===== config.mk =====
export PLATFORM = sky130hd
export DESIGN_NAME = tesc_timer
export DESIGN_NICKNAME = d
export VERILOG_FILES = /design/src/tesc_pkg.sv /design/src/tesc_timer.sv
export SDC_FILE = /design/constraint.sdc
export NUM_CORES = 1
export LEC_CHECK = 0
export BUFFER_PORTS_ARGS = -buffer_cell sky130_fd_sc_hd__buf_2
export CAP_MARGIN = 0
export CORE_MARGIN = 5
export CORE_UTILIZATION = 45
export CTS_CLUSTER_DIAMETER = 40
export DETAILED_ROUTE_END_ITERATION = 6
export SLEW_MARGIN = 40
export SYNTH_ARGS = -nofsm -noshare
export SYNTH_HDL_FRONTEND = slang
export SYNTH_SLANG_ARGS = --single-unit
export TNS_END_PERCENT = 10

===== constraint.sdc =====
create_clock -name clk -period 2.8 [get_ports clk]
set_input_delay 0.14 -clock clk [delete_from_list [all_inputs] [get_ports clk]]
set_output_delay 0.14 -clock clk [all_outputs]
set_load 0.02 [all_outputs]

===== src/tesc_pkg.sv =====
// Package for the timer encoder and slave control block.
// Holds register offsets, field positions, reset values and mode codes.
package tesc_pkg;
  // Register offsets (byte addresses)
  localparam logic [7:0] OFS_CTRL1 = 8'h00;
  localparam logic [7:0] OFS_CTRL2 = 8'h04;
  localparam logic [7:0] OFS_SLAVE = 8'h08;
  localparam logic [7:0] OFS_IEN = 8'h0C;
  localparam logic [7:0] OFS_STATUS = 8'h10;
  localparam logic [7:0] OFS_CHCFG = 8'h18;
  localparam logic [7:0] OFS_CAPEN = 8'h20;
  localparam logic [7:0] OFS_COUNT = 8'h24;
  localparam logic [7:0] OFS_RELOAD = 8'h2C;
  localparam logic [7:0] OFS_CMP1 = 8'h34;
  // Field positions
  localparam int CEN_BIT = 0;
  localparam int URS_BIT = 2;
  localparam int DIR_BIT = 4;
  localparam int XOR_BIT = 7;
  localparam int TIF_BIT = 6;
  localparam int UIF_BIT = 0;
  localparam int TIE_BIT = 6;
  localparam int P1_BIT = 1;
  localparam int P2_BIT = 5;
  localparam int SRC1_LSB = 0;
  localparam int F1_LSB = 4;
  localparam int SRC2_LSB = 8;
  localparam int F2_LSB = 12;
  localparam int TS_LSB = 4;
  // Reset values and field codes
  localparam logic [15:0] RST_WORD = 16'h0000;
  localparam logic [3:0] FILT_OFF = 4'h0;
  localparam logic [1:0] SRC_PIN = 2'h1;
  // Trigger source codes
  localparam logic [2:0] TS_IN1 = 3'h5;
  localparam logic [2:0] TS_IN2 = 3'h6;

  typedef enum logic [2:0] {
    SM_OFF = 3'b000,
    SM_ENC_B = 3'b001,
    SM_ENC_A = 3'b010,
    SM_ENC_AB = 3'b011,
    SM_RESET = 3'b100,
    SM_GATED = 3'b101,
    SM_TRIG = 3'b110,
    SM_EXT = 3'b111
  } tesc_mode_t;

  // Register bus request
  typedef struct packed {
    logic [7:0] addr;
    logic [15:0] wdata;
    logic wr;
    logic rd;
  } tesc_bus_t;

  // Whole block state
  typedef struct packed {
    logic [15:0] ctrl1;
    logic [15:0] ctrl2;
    logic [15:0] slave;
    logic [15:0] ien;
    logic [15:0] chcfg;
    logic [15:0] capen;
    logic [15:0] count;
    logic [15:0] reload_pre;
    logic [15:0] reload_value;
    logic [15:0] cmp_pre;
    logic [15:0] compare_values;
    logic trigger_flag;
    logic update_flag;
    logic [2:0] pin1_s;
    logic [2:0] pin2_s;
    logic [2:0] pin3_s;
    logic [3:0] cnt_a;
    logic [3:0] cnt_b;
    logic fa;
    logic fb;
    logic pa;
    logic pb;
    logic gate_q;
    logic [15:0] rdata;
    logic irq;
    logic update_event;
  } tesc_state_t;
endpackage : tesc_pkg


===== src/tesc_timer.sv =====
// Timer input control: encoder interface, input XOR, slave modes.
// Assumes channel pins are asynchronous; registers on a plain port.
//
// Added by the designer: strobed register access and the register addresses.
`timescale 1ns/10ps
module tesc_timer
  import tesc_pkg::*;
(
  // Clock and reset
  input wire logic clk,
  input wire logic srst,
  // Register port
  input wire logic [7:0] addr,
  input wire logic [15:0] wdata,
  input wire logic wr,
  input wire logic rd,
  output logic [15:0] rdata,
  // Channel pins
  input wire logic channel_pin_1,
  input wire logic channel_pin_2,
  input wire logic channel_pin_3,
  // Status outputs
  output logic [15:0] count,
  output logic count_down,
  output logic counter_enable,
  output logic trigger_flag,
  output logic update_event,
  output logic irq
);

  tesc_state_t q;
  tesc_state_t next_q;
  tesc_bus_t bus;

  // Filter: input must hold for filter-field plus one cycles before passing
  function automatic logic [4:0] filt_step(input logic [3:0] cnt,
      input logic cur, input logic raw, input logic [3:0] len);
    logic [3:0] c;
    logic o;
    c = cnt;
    o = cur;
    if (len == FILT_OFF) begin
      o = raw;
      c = 4'h0;
    end else if (raw == cur) begin
      c = 4'h0;
    end else if (c >= len) begin
      o = raw;
      c = 4'h0;
    end else begin
      c = c + 4'h1;
    end
    filt_step = {c, o};
  endfunction : filt_step

  logic raw1;
  logic raw2;
  logic [4:0] f1;
  logic [4:0] f2;
  logic in_a;
  logic in_b;
  logic ch_a;
  logic ch_b;
  logic ea;
  logic eb;
  logic trig_lvl;
  logic trig_edge;
  logic tick;
  logic dn;
  logic wrap;
  logic do_upd;
  logic is_enc;
  logic en;
  logic tset;
  tesc_mode_t mode;
  logic [2:0] tsel;

  always_comb begin
    bus.addr = addr;
    bus.wdata = wdata;
    bus.wr = wr;
    bus.rd = rd;
  end

  // Next-state logic
  always_comb begin
    next_q = q;
    mode = tesc_mode_t'(q.slave[2:0]);
    tsel = q.slave[TS_LSB +: 3];
    // Two-stage sync on every pin, only stage 2 read onward
    next_q.pin1_s = {q.pin1_s[1:0], channel_pin_1};
    next_q.pin2_s = {q.pin2_s[1:0], channel_pin_2};
    next_q.pin3_s = {q.pin3_s[1:0], channel_pin_3};
    // Channel one input, XOR of three pins when selected
    raw1 = q.ctrl2[XOR_BIT] ?
        (q.pin1_s[1] ^ q.pin2_s[1] ^ q.pin3_s[1]) : q.pin1_s[1];
    raw2 = q.pin2_s[1];
    f1 = filt_step(q.cnt_a, q.fa, raw1, q.chcfg[F1_LSB +: 4]);
    f2 = filt_step(q.cnt_b, q.fb, raw2, q.chcfg[F2_LSB +: 4]);
    next_q.cnt_a = f1[4:1];
    next_q.fa = f1[0];
    next_q.cnt_b = f2[4:1];
    next_q.fb = f2[0];
    // Polarity inversion after the filter
    in_a = q.fa ^ q.capen[P1_BIT];
    in_b = q.fb ^ q.capen[P2_BIT];
    next_q.pa = in_a;
    next_q.pb = in_b;
    // Channel routed only when source select is 01
    ch_a = (q.chcfg[SRC1_LSB +: 2] == SRC_PIN) ? in_a : 1'b0;
    ch_b = (q.chcfg[SRC2_LSB +: 2] == SRC_PIN) ? in_b : 1'b0;
    ea = (in_a != q.pa);
    eb = (in_b != q.pb);
    // Trigger selection, no capture prescaler in path
    if (tsel == TS_IN1) begin
      trig_lvl = ch_a;
    end else if (tsel == TS_IN2) begin
      trig_lvl = ch_b;
    end else begin
      trig_lvl = 1'b0;
    end
    trig_edge = trig_lvl & ~q.gate_q;
    next_q.gate_q = trig_lvl;
    is_enc = (mode == SM_ENC_A) || (mode == SM_ENC_B)
        || (mode == SM_ENC_AB);
    en = q.ctrl1[CEN_BIT];
    dn = q.ctrl1[DIR_BIT];
    tick = 1'b0;
    do_upd = 1'b0;
    next_q.trigger_flag = q.trigger_flag;
    tset = 1'b0; // Hardware set of the trigger flag this cycle
    // Encoder decode; equal-cycle changes ignored
    if (is_enc && (ea ^ eb)) begin
      if (ea) begin
        dn = in_a ? in_b : ~in_b;
        tick = (mode != SM_ENC_B);
      end else begin
        dn = in_b ? ~in_a : in_a;
        tick = (mode != SM_ENC_A);
      end
      next_q.ctrl1[DIR_BIT] = dn;
    end else if (!is_enc) begin
      tick = 1'b1;
    end
    // Slave modes
    if (mode == SM_GATED) begin
      tick = trig_lvl;
      if (en && (trig_lvl != q.gate_q)) begin
        next_q.trigger_flag = 1'b1;
        tset = 1'b1;
      end
    end
    if (mode == SM_TRIG && trig_edge && !en) begin
      next_q.ctrl1[CEN_BIT] = 1'b1;
      next_q.trigger_flag = 1'b1;
      tset = 1'b1;
    end
    // Counter advance only when enabled
    wrap = 1'b0;
    if (en && tick) begin
      if (dn) begin
        wrap = (q.count == 16'h0000);
        next_q.count = wrap ? q.reload_value : q.count - 16'h0001;
      end else begin
        wrap = (q.count >= q.reload_value);
        next_q.count = wrap ? 16'h0000 : q.count + 16'h0001;
      end
    end
    do_upd = wrap;
    // Reset mode: clear counter on trigger
    if (mode == SM_RESET && trig_edge) begin
      next_q.count = 16'h0000;
      next_q.trigger_flag = 1'b1;
      tset = 1'b1;
      if (!q.ctrl1[URS_BIT]) begin
        do_upd = 1'b1;
      end
    end
    // Update event transfers preloads
    if (do_upd) begin
      next_q.reload_value = q.reload_pre;
      next_q.compare_values = q.cmp_pre;
      next_q.update_flag = 1'b1;
    end
    next_q.update_event = do_upd;
    // Register writes; hardware set wins over clear
    if (bus.wr) begin
      if (bus.addr == OFS_CTRL1) begin
        next_q.ctrl1 = bus.wdata;
        if (mode == SM_TRIG && trig_edge && !en) begin
          next_q.ctrl1[CEN_BIT] = 1'b1;
        end
      end else if (bus.addr == OFS_CTRL2) begin
        next_q.ctrl2 = bus.wdata;
      end else if (bus.addr == OFS_SLAVE) begin
        next_q.slave = bus.wdata;
      end else if (bus.addr == OFS_IEN) begin
        next_q.ien = bus.wdata;
      end else if (bus.addr == OFS_STATUS) begin
        // Write 0 clears; a set in the same cycle still wins
        next_q.trigger_flag = (q.trigger_flag & bus.wdata[TIF_BIT])
            | tset;
        next_q.update_flag = (q.update_flag & bus.wdata[UIF_BIT])
            | do_upd;
      end else if (bus.addr == OFS_CHCFG) begin
        next_q.chcfg = bus.wdata;
      end else if (bus.addr == OFS_CAPEN) begin
        next_q.capen = bus.wdata;
      end else if (bus.addr == OFS_COUNT) begin
        next_q.count = bus.wdata;
      end else if (bus.addr == OFS_RELOAD) begin
        next_q.reload_pre = bus.wdata;
      end else if (bus.addr == OFS_CMP1) begin
        next_q.cmp_pre = bus.wdata;
      end
    end
    // Read data, one cycle after the strobe
    next_q.rdata = 16'h0000;
    if (bus.rd) begin
      if (bus.addr == OFS_CTRL1) begin
        next_q.rdata = q.ctrl1;
      end else if (bus.addr == OFS_CTRL2) begin
        next_q.rdata = q.ctrl2;
      end else if (bus.addr == OFS_SLAVE) begin
        next_q.rdata = q.slave;
      end else if (bus.addr == OFS_IEN) begin
        next_q.rdata = q.ien;
      end else if (bus.addr == OFS_STATUS) begin
        next_q.rdata[TIF_BIT] = q.trigger_flag;
        next_q.rdata[UIF_BIT] = q.update_flag;
      end else if (bus.addr == OFS_CHCFG) begin
        next_q.rdata = q.chcfg;
      end else if (bus.addr == OFS_CAPEN) begin
        next_q.rdata = q.capen;
      end else if (bus.addr == OFS_COUNT) begin
        next_q.rdata = q.count;
      end else if (bus.addr == OFS_RELOAD) begin
        next_q.rdata = q.reload_pre;
      end else if (bus.addr == OFS_CMP1) begin
        next_q.rdata = q.cmp_pre;
      end
    end
    // Trigger interrupt request
    next_q.irq = next_q.trigger_flag & q.ien[TIE_BIT];
  end

  // State register
  always_ff @(posedge clk) begin
    if (srst) begin
      q <= '0; // All registers reset to zero
    end else begin
      q <= next_q;
    end
  end

  // Outputs straight from flip-flops
  assign rdata = q.rdata;
  assign count = q.count;
  assign count_down = q.ctrl1[DIR_BIT];
  assign counter_enable = q.ctrl1[CEN_BIT];
  assign trigger_flag = q.trigger_flag;
  assign update_event = q.update_event;
  assign irq = q.irq;

  // Reset trigger clears count next cycle
  reset_clear_a: assert property (@(posedge clk) disable iff (srst)
      (mode == SM_RESET && trig_edge && !wr) |=> (q.count == 16'h0000))
    else $error("count not cleared by reset trigger");
  reset_flag_a: assert property (@(posedge clk) disable iff (srst)
      (mode == SM_RESET && trig_edge) |=> q.trigger_flag)
    else $error("trigger flag not set on reset trigger");
  reset_upd_a: assert property (@(posedge clk) disable iff (srst)
      (mode == SM_RESET && trig_edge && !q.ctrl1[URS_BIT])
      |=> q.update_event)
    else $error("no update on reset trigger");
  gate_hold_a: assert property (@(posedge clk) disable iff (srst)
      (!en && !wr && !(mode == SM_RESET && trig_edge))
      |=> (q.count == $past(q.count)))
    else $error("counter moved while disabled");
  gated_stop_a: assert property (@(posedge clk) disable iff (srst)
      (mode == SM_GATED && !trig_lvl && !wr) |=> $stable(q.count))
    else $error("gated counter moved with gate closed");
  trig_start_a: assert property (@(posedge clk) disable iff (srst)
      (mode == SM_TRIG && trig_edge && !en)
      |=> (q.ctrl1[CEN_BIT] && q.trigger_flag))
    else $error("trigger mode did not start counter");
  enc_both_a: assert property (@(posedge clk) disable iff (srst)
      (is_enc && ea && eb && !wr)
      |=> ($stable(q.count) && $stable(q.ctrl1[DIR_BIT])))
    else $error("simultaneous edges changed count");
  enc_range_a: assert property (@(posedge clk) disable iff (srst)
      (is_enc && en && tick && !dn && q.count == q.reload_value && !wr)
      |=> (q.count == 16'h0000 && q.update_event))
    else $error("encoder up wrap wrong");
  enc_bonly_a: assert property (@(posedge clk) disable iff (srst)
      (mode == SM_ENC_B && ea && !eb && !wr) |=> $stable(q.count))
    else $error("input A counted in B-only mode");
  enc_aonly_a: assert property (@(posedge clk) disable iff (srst)
      (mode == SM_ENC_A && eb && !ea && !wr) |=> $stable(q.count))
    else $error("input B counted in A-only mode");
  // Direction from the level of the other input
  dir_from_a_a: assert property (@(posedge clk) disable iff (srst)
      (is_enc && ea && !eb && !wr)
      |=> (q.ctrl1[DIR_BIT] == ($past(in_a) == $past(in_b))))
    else $error("wrong direction on input A edge");
  dir_from_b_a: assert property (@(posedge clk) disable iff (srst)
      (is_enc && eb && !ea && !wr)
      |=> (q.ctrl1[DIR_BIT] == ($past(in_a) != $past(in_b))))
    else $error("wrong direction on input B edge");
  dir_hold_a: assert property (@(posedge clk) disable iff (srst)
      (is_enc && !ea && !eb && !wr) |=> $stable(q.ctrl1[DIR_BIT]))
    else $error("direction changed without input edge");
  // Down wrap reloads and raises the update event
  down_wrap_a: assert property (@(posedge clk) disable iff (srst)
      (is_enc && en && tick && dn && q.count == 16'h0000 && !wr
      && mode != SM_RESET)
      |=> (q.count == $past(q.reload_value) && q.update_event))
    else $error("encoder down wrap wrong");
  gated_flag_a: assert property (@(posedge clk) disable iff (srst)
      (mode == SM_GATED && en && trig_lvl != q.gate_q) |=> q.trigger_flag)
    else $error("gate change did not set trigger flag");
  // Interrupt follows flag and enable
  irq_track_a: assert property (@(posedge clk) disable iff (srst)
      1'b1 |=> (q.irq == (q.trigger_flag & $past(q.ien[TIE_BIT]))))
    else $error("interrupt request does not follow flag");
  // Read data stand only in the cycle after a read strobe
  rdata_idle_a: assert property (@(posedge clk) disable iff (srst)
      !rd |=> (q.rdata == 16'h0000))
    else $error("read data present without read strobe");
endmodule : tesc_timer


# --- Word level (Yosys, flattened, before mapping) ---
# Cells that the tools add are included.
word_totals:
  out_inout_bits: 37
  ff_bits: 199
  word_cells: 188
  in_bits: 31
classes:
  n_mux: 75
  n_eq_ne: 28
  n_addsub: 4
  reduce_logical: 28
  bitwise: 24
  n_lt_le_gt_ge: 3
op_table:
  columns: ["op", "count"]
  rows:
  - ["16-bit two-way mux", 22]
  - ["64-bit two-way mux", 2]
  - ["117-bit two-way mux", 1]
  - ["112-bit two-way mux", 1]
  - ["96-bit two-way mux", 1]
  - ["80-bit two-way mux", 1]
  - ["48-bit two-way mux", 1]
  - ["1-bit two-way mux", 36]
  - ["8-bit by 6-bit == test with 1-bit output, second input constant", 4]
  - ["32-bit two-way mux", 1]
  - ["16-bit by 1-bit adder with 16-bit output, second input constant", 1]
  - ["8-bit by 4-bit == test with 1-bit output, second input constant", 2]
  - ["8-bit by 5-bit == test with 1-bit output, second input constant", 2]
  - ["16-bit >= comparator", 1]
  - ["16-bit zero test", 1]
  - ["16-bit by 1-bit subtractor with 16-bit output, second input constant", 1]
  - ["3-bit == test, second input constant", 5]
  - ["1-bit NOT", 13]
  - ["2-bit two-way mux", 6]
  - ["11-bit AND reduction", 1]
  - ["5-bit two-way mux", 2]
  - ["10-bit AND reduction", 1]
  - ["9-bit two-way mux", 1]
  - ["4-bit by 1-bit adder with 4-bit output, second input constant", 2]
  - ["other kinds (27)", 53]

# --- Logic depth before layout (Yosys ltp) ---
# Gate-level depths: netlist of run 1.
logic_depth:
  ltp_word: 18
  depth_mapped: 12
  ltp_nobuf: 9

# --- Worst setup path before layout of run 1 ---
# Ideal clock, no wire load.
synth_path:
  path_type: "register -> register"
  startpoint: "register q (netlist bit count[0])"
  endpoint: "register q[82] (netlist name)"
  t_arrival_ns: 2.289
  setup_time_ns: 0.128
  period_less_slack_ns: 2.417
  required_time_ns: 2.672
  stages_incl_launch_ff: 13
  n_path_buf: 3
  path_slack_ns: 0.383
  cell_sequence: "dfxtp_1 -> clkbuf_1 -> inv_1 -> ha_1 -> nor2b_1 -> o21ai_1 -> a211oi_1 -> o2111ai_1 -> a31oi_1 -> buf_6 -> buf_12 -> mux2i_1 -> nor2_1"
synth_between:
  elab_chain_len: 5
  word_cells_on_any_way: 6
  cone_classes: "1 x order compare; 4 x mux; 1 x reduce/logical"
synth_rtl:
  columns: ["element", "line", "rtl"]
  rows:
  - ["start, declared", "tesc_timer.sv:31", "tesc_state_t q;"]
  - ["start signal, assigned", "tesc_timer.sv:252", "q <= next_q;"]
  - ["16-bit >= comparator or 16-bit zero test (tied branches)", "tesc_timer.sv:165, tesc_timer.sv:162", null]
  - ["1-bit two-way mux (*)", "tesc_timer.sv:161", "if (dn) begin"]
  - ["1-bit two-way mux (*)", "tesc_timer.sv:160", "if (en && tick) begin"]
  - ["1-bit two-way mux", "tesc_timer.sv:175", "if (!q.ctrl1[URS_BIT]) begin"]
  - ["1-bit two-way mux (*)", "tesc_timer.sv:171", "if (mode == SM_RESET && trig_edge) begin"]
# Mark *: on every way between the ends. The rest lies on a longest branch, timed or not.
# A chain may end at the register's enable or synchronous reset.

# --- Worst setup path after layout of run 1 ---
layout_path:
  startpoint: "register q[127] (netlist name)"
  endpoint: "register q (netlist bit count[12])"
layout_between:
  elab_chain_len: 18
  word_cells_on_any_way: 29
  cone_classes: "1 x eq/ne; 21 x mux; 4 x bitwise; 3 x reduce/logical"
layout_rtl:
  columns: ["element", "line", "rtl"]
  rows:
  - ["1-bit bitwise XOR (*)", "tesc_timer.sv:106", "in_b = q.fb ^ q.capen[P2_BIT];"]
  - ["1-bit != test", "tesc_timer.sv:113", "eb = (in_b != q.pb);"]
  - ["1-bit bitwise XOR", "tesc_timer.sv:133", "if (is_enc && (ea ^ eb)) begin"]
  - ["1-bit logical AND", "tesc_timer.sv:133", null]
  - ["1-bit two-way mux", "tesc_timer.sv:133", null]
  - ["1-bit two-way mux", "tesc_timer.sv:146", "if (mode == SM_GATED) begin"]
  - ["1-bit logical AND", "tesc_timer.sv:160", null]
  - ["16-bit two-way mux", "tesc_timer.sv:160", null]
  - ["(+2 left out)", null, null]
  - ["32-bit two-way mux", "tesc_timer.sv:207", "end else if (bus.addr == OFS_CAPEN) begin"]
  - ["48-bit two-way mux", "tesc_timer.sv:205", "end else if (bus.addr == OFS_CHCFG) begin"]
  - ["64-bit two-way mux", "tesc_timer.sv:199", "end else if (bus.addr == OFS_STATUS) begin"]
  - ["64-bit two-way mux", "tesc_timer.sv:197", "end else if (bus.addr == OFS_IEN) begin"]
  - ["80-bit two-way mux", "tesc_timer.sv:195", "end else if (bus.addr == OFS_SLAVE) begin"]
  - ["96-bit two-way mux", "tesc_timer.sv:193", "end else if (bus.addr == OFS_CTRL2) begin"]
  - ["112-bit two-way mux", "tesc_timer.sv:188", "if (bus.addr == OFS_CTRL1) begin"]
  - ["117-bit two-way mux (*)", "tesc_timer.sv:187", "if (bus.wr) begin"]
# Marks and branches as above.

==> qor.yml, run 1 <==
irDropWorstVdd_v: 0.000413
finalMaxSlewViolations: 0
synth_top_family_by_area: "simple AND/OR/NAND/NOR gates"
numPortBuffers: 67
core_area_mm2: 0.0226
antenna_left: 0
netlist_top_cells_area: "dfxtp_1 (39%), nand2_1 (10%), a21oi_1 (8.3%)"
fin_tns_setup_ns: 0
synth-async-reset-ratio_pct: 0
dieHeight_um: 161
ys_seq_elements: 199
numClockSinks: 199
pre_cts_slack_ns: 0.169
hold_class: "input port to register"
worstPathArrival_ns: 2.99
mostFrequentLayoutCell: "nand2_1"
overflow: 0
drt_wl_total_um: 32800
grt_antenna_before_repair: 0
cp_slowest_cell: "xor3_2"
die_w_um: 161
final_nets: 1367
fin_skew_ns: 0.00773
synth_cell_type_count: 78
yosys_warnings: 0
status: "finished, final reports clean"
path_buf_inv: 1
hpwl_um: 23000
numCtsBuffers: 17
hold_viol: 0
syn_nets: 1352
die-area_mm2: 0.0259
vias_per_cell: 5.84
cts_tree: "done"
ys_seq_area_share_pct: 38.8
start_util_pct: 45.5
synth-main-ff-cell: "dfxtp_1"
fin_crit_sh_pct: 93.1
io_pins: 68
cp_cell_sequence: "xor3_2 > nor3_1 > a311oi_2 > nor2_2 > nand2_1 > buf_4 > a21oi_1 > a221o_1"
finalWorstPathRequiredPeriod_ns: 2.61
stdcell_count: 1605
grt_max_degree: 75
critPathRequiredTime_ns: 3.19
p_per_area_mw_per_mm2: 503
clock_path_buffers: 2
antennaDiodeCount: 0
syn_area_mm2: 0.0103
cp-start-kind: "register"
synth_xor_area_share_pct: 2.40
drc: 0
grt_pass1_vias: 8870
syn_to_final_growth_pct: 11.0
rsz0062_at_grt: "no"
end_kind: "register"
fmax_mhz: 384
crit_family: "simple AND/OR/NAND/NOR gates"
synth.avg_cell_area_um2: 7.95
utilization_pct: 50.5
critPathKind: "register to register"
syn_inst: 1292
final_cell_mix: "nand2_1 (285), dfxtp_1 (199), a21oi_1 (171), buf_2 (66)"
drt_iter0_markers: 1024
cts_root_buf: "clkbuf_16"
worst_pin_slew_ns: 0.805
cts.clk_slew.worst_paths_ns: 0.08
grt_usage_pct: 24.8
cpPeakStageDelay_ns: 0.49
synth-simple-area-share_pct: 21.6
grt_pass1_wl_um: 51200
synth-edff-count: 0
fin_ws_ns: 0.194
vias: 9374
crit_fanout: 10
post_drt_wl_per_cell_um: 20.4
relSlewSlack_pct: 46.3
finalSetupViolCount: 0
dr.pass1.iters: 6
cts_max_level: 4
yosys.area_share.adder_pct: 3.53
yosysTopAreaCell: "dfxtp_1"
place_congestion: 0.925
total_leakage_power_nw: 4.25
insertion_delay_ns: 0.44
synth_top_area_share_pct: 38.8
placed_cells: 1570
postCtsSetupBuffers: 0
finalPower_mw: 5.73
rows: 55
layout-drive-gt1-share_pct: 14.7
drv_cap: 0
synth-compound-area-share_pct: 19.2
muxShareOfSynthArea_pct: 6.08
## cell type report
type                       count  area [um2]
inverter                      35         131
tap                          285         357
clock buffer                  18         429
fill                        2193       11200
clock inverter                14         189
multi-input combinational    921        5450
sequential                   199        3980
timing repair buffer         133         866
## stage by stage
| stage | area (um2) | hold slack [ns] |
|---|---|---|
| after floorplan | 10300 | 0.268 |
| after global placement | 10700 | 0.346 |
| after detailed placement | 10700 | 0.358 |
| after CTS | 11400 | 0.0448 |
| after global routing | 11400 | 0.0665 |
| final | 11400 | 0.0583 |
## cells in the mapped netlist (6+ instances only)
cell type / n
xnor2_1: 15
mux2i_1: 50
a21oi_1: 171
mux2_2: 11
nand3_1: 20
dfxtp_1: 199
ha_1: 29
a222oi_1: 11
o21ai_1: 9
nor3_1: 18
a221oi_1: 6
nand2b_1: 7
a211oi_1: 8
nor2_1: 62
or3_1: 6
buf_4: 35
inv_1: 35
nand2_1: 285
nand4_1: 7
a22oi_1: 15
buf_2: 31
clkbuf_1: 59
o211ai_1: 11
nor2b_1: 18
o21ai_0: 53
buf_1: 7
## per-layer routing
layer / track usage, % / vias up / part of all wire [%]
li1: - / 4474 / -
met4: 7.87 / 0 / 2.2
met3: 4.44 / 47 / 7.7
met1: 34.1 / 4498 / 44
met5: 0 / - / 0
met2: 39.8 / 355 / 46
## flip-flops by register name, summed over array words and instances, names as in the netlist
signal,flops
q,153
count,16
rdata,16
next_q,6
mode,3
count_down,1
counter_enable,1
irq,1
trigger_flag,1
update_event,1
## power breakdown
group	switching [mW]	internal (mW)
clock	1.18	1.44
sequential	0.00552	2.84
combinational	0.199	0.0750
total	1.38	4.35
## path summary, 6_finish.rpt
kind	slack, ns	depth (start not counted)	start	to
setup / recovery	0.19	8	q[127]	count[12]
hold / removal	0.06	2	srst	q[80]
setup reg to reg	0.19	8	q[127]	count[12]
hold reg to reg	0.44	1	next_q[38]	next_q[39]
## cell families (layout without fill, tap and decap cells)
kind of cell / count (synthesis) / count (layout)
simple gates: 477 / 477
compound gates: 331 / 331
flops: 199 / 199
buf+inv: 172 / 200
mux: 61 / 61
fa+ha+maj: 29 / 29
xor+xnor: 23 / 23
## what timing repair did
item,CTS,global route
gates resized for setup,0,2
setup endpoints to repair,0,9
hold buffers,3,0
endpoints found under the hold margin,3,0
No activity file was read; power rests on OpenSTA's default activity.
==> run 2: changes to the inputs <==
--- a/config.mk
+++ b/config.mk
@@ -5,6 +5,7 @@
 export SDC_FILE = /design/constraint.sdc
 export NUM_CORES = 1
 export LEC_CHECK = 0
+export ABC_AREA = 1
 export BUFFER_PORTS_ARGS = -buffer_cell sky130_fd_sc_hd__buf_2
 export CAP_MARGIN = 0
 export CORE_MARGIN = 5
==> run 2 against run 1 <==
  * Clock-buffer cell count stayed put
  * Cell area grew 3.4%
  * Die area rose by 4.3%
  * Wire length grew 5.5%
  * Global-route usage is 1.1 points higher
  * Largest cell class unchanged
==> qor.yml, run 2 <==
status: "finished, final reports clean"
dieHeight_um: 164
drv_cap: 0
rsz0062_at_grt: "no"
synth-async-reset-ratio_pct: 0
start_util_pct: 45.8
hpwl_um: 24900
worstPathArrival_ns: 2.85
grt_pass1_wl_um: 54300
yosysTopAreaCell: "dfxtp_1"
syn_to_final_growth_pct: 9.81
dr.pass1.iters: 5
end_kind: "register"
rows: 56
mostFrequentLayoutCell: "nand2_1"
cp-start-kind: "register"
grt_pass1_vias: 9679
p_per_area_mw_per_mm2: 490
hold_class: "input port to register"
antenna_left: 0
netlist_top_cells_count: "nand2_1 (351), inv_1 (206), dfxtp_1 (199), a21oi_1 (161), o21ai_0 (158)"
vias_per_cell: 5.32
die-area_mm2: 0.0271
pwr-share-comb_pct: 4.8
final_cell_mix: "nand2_1 (351), inv_1 (206), dfxtp_1 (199), a21oi_1 (161), o21ai_0 (158)"
io_pins: 68
syn_area_mm2: 0.0107
finalMaxSlewViolations: 0
synth.avg_cell_area_um2: 6.77
core_area_mm2: 0.0235
grt_max_degree: 65
synth_cell_type_count: 44
numClockSinks: 199
relSlewSlack_pct: 44.8
worst_pin_slew_ns: 0.828
final-seq-area_mm2: 0.00398
irDropWorstVdd_v: 0.000352
cpMostUsedCell: "nand2_1"
ys_seq_elements: 199
drt_iter0_markers: 874
synth.most_common_cell: "nand2_1"
regToRegSetupSlack_ns: 0.25
yosys_warnings: 0
worstSetupPathDepth: 11
fin_tns_setup_ns: 0
drt_wl_total_um: 34600
cp_cell_sequence: "inv_1 > ha_1 > nand2_2 > nor2_2 > nand2_1 > o211ai_1 > nand2_1 > nand2_1 > nand2_1 > nand2_1 > a21oi_1"
finalWorstPathRequiredPeriod_ns: 2.55
holdPathStages: 3
finalPower_mw: 5.78
place_congestion: 0.952
multiInputGateArea_mm2: 0.00535
synth_top_area_share_pct: 37.1
synth-main-ff-cell: "dfxtp_1"
cp_slowest_cell: "o211ai_1"
crit_family: "simple AND/OR/NAND/NOR gates"
rr_endpoint: "count[6]"
finalSetupViolCount: 0
netlist_top_cells_area: "dfxtp_1 (37%), nand2_1 (12%), a21oi_1 (7.5%)"
critPathRequiredTime_ns: 3.09
fin_crit_sh_pct: 91.2
hold_path_end: "count[14]"
drc: 0
post_drt_wl_per_cell_um: 17.9
switching_power_mw: 1.49
fillers: 2449
die_w_um: 164
worstReg2RegStart: "count[1]"
ys_seq_area_share_pct: 37.1
hold_viol: 0
antennaDiodeCount: 0
cpPeakStageDelay_ns: 0.43
clock_path_buffers: 2
synth-edff-count: 0
p_seq_share_pct: 49.3
internal-power_mw: 4.29
final_nets: 1663
swShare_pct: 25.8
insertion_delay_ns: 0.44
fin_skew_ns: 0.0136
cts_max_level: 4
layout-drive-gt1-share_pct: 10.8
largest_reg_flops: 153
syn_nets: 1647
crit_fanout: 20
clkPwrFrac_pct: 46.0
numPortBuffers: 67
total_leakage_power_nw: 5.22
postCtsSetupBuffers: 0
largest_register: "q"
cts_root_buf: "clkbuf_16"
overflow: 0
hold_start: "wdata[14]"
path_buf_inv: 1
numCtsBuffers: 17
grt_usage_pct: 25.9
rr_worst_depth: 11
syn_inst: 1587
critPathKind: "register to register"
vias: 10300
cts.clk_slew.worst_paths_ns: 0.08
cts_tree: "done"
grt_antenna_before_repair: 0
cts_resized: 0
fmax_mhz: 392
==> run 2: cell count changes after synthesis, sizes merged, moves of 13 or more <==
cell and delta:
mux2i -50, inv +177, a22oi -15, nor2b -18
nand2 +78, nand4 +31, clkbuf -24, a211oi +23
xnor2 -13, o21ai +96, nor2 +95, nand3 +35
xor2 +14
==> run 2: final cells by class <==
class,count,share of cell area (%)
Multi-Input combinational cell,1066,45.3
Inverter,214,6.81
Clock inverter,14,1.71
Tap cell,319,3.38
Clock buffer,18,3.64
Timing Repair Buffer,105,5.33
Sequential cell,199,33.8
==> run 2: worst max path at each step <==
stage,startpoint,slack [ns],endpoint
global route,count[1],0.04,count[4]
CTS,count[1],0.31,count[7]
detailed placement,count[1],0.33,count[7]
floorplan,count[0],0.90,q[79]
finish,count[1],0.25,count[6]
global placement,count[1],0.30,count[6]
==> run 2: worst reg2reg max path, cell delays in order, from the launching register on <==
cell and delay, ns:
dfxtp_1 0.42, inv_1 0.17, ha_1 0.31, nand2_2 0.13, nor2_2 0.17, nand2_1 0.42
o211ai_1 0.43, nand2_1 0.11, nand2_1 0.08, nand2_1 0.05, nand2_1 0.07, a21oi_1 0.05
==> run 2: power groups by stage <==
stage               Clock [mW]  Sequential [mW]  Combinational (mW)
floorplan                    0             2.91               0.155
global placement             0             2.91               0.271
detailed placement           0             2.91               0.270
CTS                       2.69             2.85               0.274
global route              2.80             2.85               0.301
finish                    2.65             2.85               0.276
==> run 2: logic make-up after synthesis <==
kind of cell	share of synthesized area [%]
xor gates and xnor gates	1.71
and+or+nand+nor	25.1
buffers and inverters	13.1
adders and majority gates	3.38
AOI/OAI and AO/OA	19.6
DFF	37.1
==> run 2: through the flow <==
stage                     setup WS, ns  instance area, um2  util [%]  instances  hold slack [ns]
after floorplan                  0.902               10700         -       1587            0.247
after global placement           0.300               11100      47.4       1900            0.340
after detailed placement         0.333               11100      47.4       1900            0.346
after CTS                        0.314               11800      50.2       1935           0.0146
after global routing            0.0366               11800      50.2       1935           0.0247
final                            0.246               11800      50.2       1935           0.0188
==> run 2: routing by layer <==
metal | share of wire [%] | track usage [%] | up-vias
met5 | 0 | 0 | -
met4 | 1.7 | 6.81 | 0
met2 | 45 | 40.7 | 335
li1 | - | - | 5166
met3 | 6.5 | 3.87 | 39
met1 | 47 | 37.4 | 4763
==> run 2: what timing repair did <==
action	CTS	global route
hold endpoints to repair	3	0
hold buffers	3	0
endpoints found under the setup margin	0	0
